--- config.mk ---
export PLATFORM = sky130hd
export DESIGN_NAME = bwr_bus_watchdog
export DESIGN_NICKNAME = d
export VERILOG_FILES = /design/src/rtl/bwr_pkg.sv /design/src/rtl/bwr_bus_watchdog.sv
export SDC_FILE = /design/constraint.sdc
export NUM_CORES = 1
export LEC_CHECK = 0
export ABC_AREA = 1
export BUFFER_PORTS_ARGS = -buffer_cell sky130_fd_sc_hd__buf_4
export CAP_MARGIN = 20
export CORE_ASPECT_RATIO = 1.2
export CORE_MARGIN = 10
export CORE_UTILIZATION = 55
export DETAILED_ROUTE_END_ITERATION = 16
export PLACE_DENSITY = 0.73
export SLEW_MARGIN = 0
export SYNTH_ARGS = -nofsm -noshare
export SYNTH_HDL_FRONTEND = slang
export SYNTH_SLANG_ARGS = --single-unit
--- constraint.sdc ---
create_clock -name clk_i -period 4.2 [get_ports clk_i]
set_input_delay 0.42 -clock clk_i [delete_from_list [all_inputs] [get_ports clk_i]]
set_output_delay 0.42 -clock clk_i [all_outputs]
set_load 0.005 [all_outputs]
--- src/rtl/bwr_pkg.sv ---
/*
 * Package for the bus watchdog and reset block: timing counts, command
 * codes and the grouped bus-activity carrier.
 * Assumes a single 25 MHz clock shared by all users of the package.
 */
package bwr_pkg;

    // ----------------------------------------------------------------
    // Timing
    // ----------------------------------------------------------------
    localparam int unsigned CLK_HZ          = 25000000;
    localparam int unsigned SHORT_TMO_S     = 1;
    localparam int unsigned LONG_TMO_S      = 10;
    localparam int unsigned BUS_CLR_MS      = 100;
    localparam int unsigned SYS_RST_MS      = 100;
    localparam int unsigned SHORT_TMO_CYC   = SHORT_TMO_S * CLK_HZ;
    localparam int unsigned LONG_TMO_CYC    = LONG_TMO_S * CLK_HZ;
    localparam int unsigned BUS_CLR_CYC     = BUS_CLR_MS * (CLK_HZ / 1000);
    localparam int unsigned SYS_RST_CYC     = SYS_RST_MS * (CLK_HZ / 1000);

    // ----------------------------------------------------------------
    // Decoded command locations
    // ----------------------------------------------------------------
    localparam logic [15:0] WDOG_ENA_ADDR   = 16'h6080;
    localparam logic [15:0] WDOG_DIS_ADDR   = 16'h60C0;

    // ----------------------------------------------------------------
    // Carriers
    // ----------------------------------------------------------------
    typedef struct packed {
        logic        wr;
        logic        rd;
        logic [15:0] addr;
    } bwr_cpu_bus_t;

    typedef struct packed {
        logic bus_rst;
        logic full_rst;
    } bwr_rst_cmd_t;

    typedef enum logic [1:0] {
        BWR_IDLE,
        BWR_BUS_CLR,
        BWR_FULL_CLR
    } bwr_state_t;

endpackage

--- src/rtl/bwr_bus_watchdog.sv ---
/*
 * Bus watchdog and reset generator for an expansion-bus controller.
 * Assumes all inputs are synchronous to clk_i, command strobes are single
 * cycle pulses decoded by the controller, and the controller and bus obey
 * the active-low clear and reset outputs.
 */
`timescale 1ns/100ps

module bwr_bus_watchdog
    import bwr_pkg::*;
#(
    parameter int unsigned SHORT_CYC = SHORT_TMO_CYC,
    parameter int unsigned LONG_CYC  = LONG_TMO_CYC,
    parameter int unsigned CLR_CYC   = BUS_CLR_CYC,
    parameter int unsigned RST_CYC   = SYS_RST_CYC
)
(
    input  wire logic         clk_i,
    input  wire logic         reset_n_i,
    input  wire bwr_cpu_bus_t cpu_bus_i,
    input  wire logic         bus_access_i,
    input  wire bwr_rst_cmd_t rst_cmd_i,
    input  wire logic         long_tmo_sel_i,
    input  wire logic         msg_irq_flag_i,
    input  wire logic         msg_valid_i,
    output logic              bus_clear_n_o,
    output logic              ctrl_reset_n_o,
    output logic              ext_irq_o,
    output logic              wdog_running_o
);

    // ----------------------------------------------------------------
    // Elaboration checks
    // ----------------------------------------------------------------
    localparam int unsigned CW = 32;

    // Pulse ends compare against CYC-1, so a zero length would wrap
    if (SHORT_CYC < 2)
    begin : g_bad_short
        $error("bwr_bus_watchdog: short timeout below two cycles");
    end
    if (LONG_CYC < SHORT_CYC)
    begin : g_bad_long
        $error("bwr_bus_watchdog: long timeout below short timeout");
    end
    if (CLR_CYC < 1 || RST_CYC < 1)
    begin : g_bad_pulse
        $error("bwr_bus_watchdog: clear pulses need at least one cycle");
    end

    // ----------------------------------------------------------------
    // State
    // ----------------------------------------------------------------
    bwr_state_t    state_r,    state_nxt;
    logic          run_r,      run_nxt;
    logic          long_r,     long_nxt;
    logic [CW-1:0] wd_cnt_r,   wd_cnt_nxt;
    logic [CW-1:0] pulse_cnt_r, pulse_cnt_nxt;
    logic          clr_n_r,    clr_n_nxt;
    logic          rst_n_r,    rst_n_nxt;
    logic          irq_r,      irq_nxt;

    logic          ena_wr;
    logic          dis_wr;
    logic [CW-1:0] limit;
    logic          tmo_hit;

    // ----------------------------------------------------------------
    // Command decode and timeout compare
    // ----------------------------------------------------------------
    assign ena_wr  = cpu_bus_i.wr && (cpu_bus_i.addr == WDOG_ENA_ADDR);
    assign dis_wr  = cpu_bus_i.wr && (cpu_bus_i.addr == WDOG_DIS_ADDR);
    assign limit   = long_r ? CW'(LONG_CYC) : CW'(SHORT_CYC);
    // Fires on the edge that closes limit idle cycles; an access on that edge still saves it
    assign tmo_hit = run_r && !bus_access_i && (wd_cnt_r >= limit - CW'(1));

    // ----------------------------------------------------------------
    // Next-state logic
    // ----------------------------------------------------------------
    always_comb
    begin
        state_nxt     = state_r;
        run_nxt       = run_r;
        long_nxt      = long_r;
        wd_cnt_nxt    = wd_cnt_r;
        pulse_cnt_nxt = pulse_cnt_r;
        clr_n_nxt     = clr_n_r;
        rst_n_nxt     = rst_n_r;
        irq_nxt       = msg_irq_flag_i && msg_valid_i;

        // Config only moves while idle so a live timeout never changes length
        if (!run_r)
        begin
            long_nxt = long_tmo_sel_i;
        end

        // Disable, a full reset or a timeout stops the count; error or abort have no input here
        if (dis_wr)
        begin
            run_nxt    = 1'b0;
            wd_cnt_nxt = '0;
        end
        else if (ena_wr && !run_r)
        begin
            // A second arm while running does not restart the count
            run_nxt    = 1'b1;
            wd_cnt_nxt = '0;
        end
        else if (run_r)
        begin
            if (bus_access_i)
            begin
                wd_cnt_nxt = '0;
            end
            else
            begin
                wd_cnt_nxt = wd_cnt_r + CW'(1);
            end
        end

        unique case (state_r)
            BWR_IDLE:
            begin
                clr_n_nxt = 1'b1;
                rst_n_nxt = 1'b1;
                if (rst_cmd_i.full_rst || tmo_hit)
                begin
                    state_nxt     = BWR_FULL_CLR;
                    pulse_cnt_nxt = '0;
                    clr_n_nxt     = 1'b0;
                    rst_n_nxt     = 1'b0;
                    run_nxt       = 1'b0;
                    wd_cnt_nxt    = '0;
                end
                else if (rst_cmd_i.bus_rst)
                begin
                    state_nxt     = BWR_BUS_CLR;
                    pulse_cnt_nxt = '0;
                    clr_n_nxt     = 1'b0;
                end
            end
            BWR_BUS_CLR:
            begin
                // Reset commands are ignored until this pulse ends
                pulse_cnt_nxt = pulse_cnt_r + CW'(1);
                if (pulse_cnt_r == CW'(CLR_CYC - 1))
                begin
                    state_nxt = BWR_IDLE;
                    clr_n_nxt = 1'b1;
                end
            end
            BWR_FULL_CLR:
            begin
                // Controller held in reset too, so watchdog forced off
                run_nxt       = 1'b0;
                wd_cnt_nxt    = '0;
                pulse_cnt_nxt = pulse_cnt_r + CW'(1);
                if (pulse_cnt_r == CW'(RST_CYC - 1))
                begin
                    state_nxt = BWR_IDLE;
                    clr_n_nxt = 1'b1;
                    rst_n_nxt = 1'b1;
                end
            end
            default:
            begin
                state_nxt = BWR_IDLE;
            end
        endcase
    end

    // ----------------------------------------------------------------
    // Registers
    // ----------------------------------------------------------------
    always_ff @(posedge clk_i or negedge reset_n_i)
    begin
        if (!reset_n_i)
        begin
            state_r     <= BWR_IDLE;
            run_r       <= 1'b0;
            long_r      <= 1'b0;
            wd_cnt_r    <= '0;
            pulse_cnt_r <= '0;
            clr_n_r     <= 1'b1;
            rst_n_r     <= 1'b1;
            irq_r       <= 1'b0;
        end
        else
        begin
            state_r     <= state_nxt;
            run_r       <= run_nxt;
            long_r      <= long_nxt;
            wd_cnt_r    <= wd_cnt_nxt;
            pulse_cnt_r <= pulse_cnt_nxt;
            clr_n_r     <= clr_n_nxt;
            rst_n_r     <= rst_n_nxt;
            irq_r       <= irq_nxt;
        end
    end

    // ----------------------------------------------------------------
    // Outputs
    // ----------------------------------------------------------------
    // Driven straight from flops so no decode glitch can pulse the bus clear
    assign bus_clear_n_o  = clr_n_r;
    assign ctrl_reset_n_o = rst_n_r;
    assign ext_irq_o      = irq_r;
    assign wdog_running_o = run_r;

endmodule

==> metrics.txt <==
DR WL/cell 14.5 um; Synth Instances 949; share of layout cells above drive strength 1 0.0722; Avg Inst Size Synth 6.16 um^2; Synth area leader dfrtp_1; H-tree depth 3; RSZ-0062 raised after global routing no; Synth Net Count 993; post-synth cell types 42; Worst-path clk slew 0.06 ns; crit path DAT 3.12 ns; clk buf depth 2; R2R depth 14; drt initial violations 313; total I/O pin count 30; Synth Cell Area 5850 um^2; max cap viols 0; Data required, critical path 4.42 ns; Setup Buffers After CTS 0; Inst Count DP 1,082; grt total ovfl 0; DRC viols 0; crit path launch type register; CP cell instances inv_1 > ha_1 > nand4_1 > nor2_1 > nand2_1 > nor2_1 > nor2_1 > nand2_1 > nand2_2 > nand4_4 > buf_4 > nand2_4 > nand2_1 > nand2_1; via/cell ratio 5.46; Slew HR 0.382; Placed Area 6100 um^2; synthesis-stage register bit count 71; overall power 2.10 mW; Area Growth Syn to Fin 9.37%; FP Rows 41; top-area cell type share of the netlist area 0.295; Synth warnings 0; most used cell along the critical path nand2_1; setup violators final 0; Final ANT Viol Nets 0; finished layout cell area 6390 um^2; Worst Hold Class in -> async; Die Ht 133 um; Final TNS setup 0 ns; antenna violations before repair 0; Buf+Inv Stages, Crit Path 2; Critical Path Stages 14; crit path kind reg -> reg; register area share after synthesis 0.304; clk_skew 0.00930 ns; Placement Setup Slack 1.26 ns; die width 114 um; Slew @ Worst Pin 0.927 ns; # clock sinks 71; Filler cells 1,065; Hold Violations, Final 0; CTS Hold Buffers Added 0; Crit-path slowest cell dfrtp_1; Peak VDD IR 274 uV; Pleak 2.98 nW; clk root buf clkbuf_16; ANT cells 0; # resized after CTS 0; vias 5,998; Tmin final 2.90 ns; Layout Cells excl Fill 1,098; Top Family by Delay on Critical Path simple AND/OR/NAND/NOR gates; Final Cycle Share 0.690; Core Area 10,500 um^2; full die area 15,200 um^2; hpwl dp 11,400 um; synth top area cells dfrtp_1 (30%), nand2_1 (22%), nand3_1 (9.8%); final setup margin 1.30 ns; WL final 15,900 um; PwrDens 329 nW/um^2; IO Port Bufs 28; CP endpoint kind register; DR pass1 iterations 5; largest net degree at the start of global routing 72; TritonCTS clock tree yes; number of global-route vias before repair 5,773; critical path peak fanout 34; status finished clean; Fin Hold WS 0.215 ns; Final Util 0.611; Num CTS Buffers 9; GP Congestion 0.982; Slew Limit Fails 0; Initial Util 0.559; FMAX 0.345 GHz; Clk Latency, worst-skew pair 0.34 ns; # nets final 1,008; Global Route Usage Sum 0.213; CP peak stage delay 0.51 ns; first-pass GRT wire length 27,000 um
==> cell usage after synthesis, drive strengths merged <==
library cell  number
nand2            343
nor2             147
nand3            116
inv               77
dfrtp             69
o21ai             38
nor3              29
ha                18
buf               17
nand4             16
clkbuf            15
xor2              15
nor4               9
a21oi              8
xnor2              8
nor3b              4
or2                4
o21bai             3
dfstp              2
o22ai              2
a211oi             1
a21o               1
a22o               1
a22oi              1
nand3b             1
nor2b              1
o211ai             1
o21a               1
o221ai             1
==> registers in the layout (all words and copies together) (netlist names) <==
name / cells
pulse_cnt_r: 32
wd_cnt_r: 32
state_r: 2
bus_clear_n_o: 1
ctrl_reset_n_o: 1
ext_irq_o: 1
long_r: 1
wdog_running_o: 1
==> layer usage <==
metal | up-vias | wire, um | track usage | share of wire
li1 | 3077 | - | - | -
met1 | 2696 | 6320 | 0.240 | 0.40
met2 | 176 | 8200 | 0.379 | 0.52
met3 | 49 | 739 | 0.0280 | 0.046
met4 | 0 | 631 | 0.109 | 0.040
met5 | - | 0 | 0 | 0
==> logic make-up (layout without fill, tap and decap cells) <==
logic type | after synthesis | count (layout) | share of synthesized area
AND/OR/NAND/NOR | 670 | 670 | 0.487
buffers and inverters | 109 | 129 | 0.0805
flip-flops | 71 | 71 | 0.304
AO/OA/AOI/OAI | 58 | 58 | 0.0548
XOR/XNOR | 23 | 23 | 0.0345
adder cells (fa/ha/maj) | 18 | 18 | 0.0385
==> cell type report <==
cell class / instances / area (um^2) / share of cell area
Sequential cell: 71 / 1780 / 0.278
Inverter: 77 / 289 / 0.0452
Clock inverter: 7 / 72.6 / 0.0114
Tap cell: 129 / 161 / 0.0252
Timing Repair Buffer: 36 / 270 / 0.0423
Clock buffer: 9 / 225 / 0.0352
Multi-Input combinational cell: 769 / 3600 / 0.562
==> where the power goes <==
part	internal [mW]	switching, mW	leakage (nW)	total [mW]
Clock	0.461	0.320	0.142	0.781
Sequential	0.720	0.0213	0.978	0.742
Combinational	0.134	0.448	1.86	0.582
==> layout by cell type (no fill, tap or decap), types with 2 or more instances in the layout <==
cell / instances
a21oi_1: 8
buf_4: 36
clkbuf_16: 9
clkinv_2: 2
clkinvlp_4: 2
dfrtp_1: 69
dfstp_2: 2
ha_1: 18
inv_1: 75
inv_2: 2
nand2_1: 340
nand2_2: 2
nand3_1: 115
nand4_1: 15
nor2_1: 145
nor3_1: 27
nor3_2: 2
nor3b_1: 4
nor4_1: 8
o21ai_0: 36
o21ai_1: 2
o21bai_1: 3
o22ai_1: 2
or2_2: 4
xnor2_1: 8
xor2_1: 15
==> final timing paths <==
path                       slack (ns)                          end                   start
max                              1.30  pulse_cnt_r[31]$_DFFE_PN0P_      long_r$_DFFE_PN0N_
min                              0.21   pulse_cnt_r[1]$_DFFE_PN0P_               reset_n_i
max reg2reg                      1.30  pulse_cnt_r[31]$_DFFE_PN0P_      long_r$_DFFE_PN0N_
min reg2reg                      0.48       state_r[0]$_DFFE_PN0P_  state_r[0]$_DFFE_PN0P_
max in group asynchronous        3.38       wd_cnt_r[30]$_DFF_PN0_               reset_n_i
min in group clk_i               0.27          ext_irq_o$_DFF_PN0_             msg_valid_i
Power figures use the tool's default switching activity.
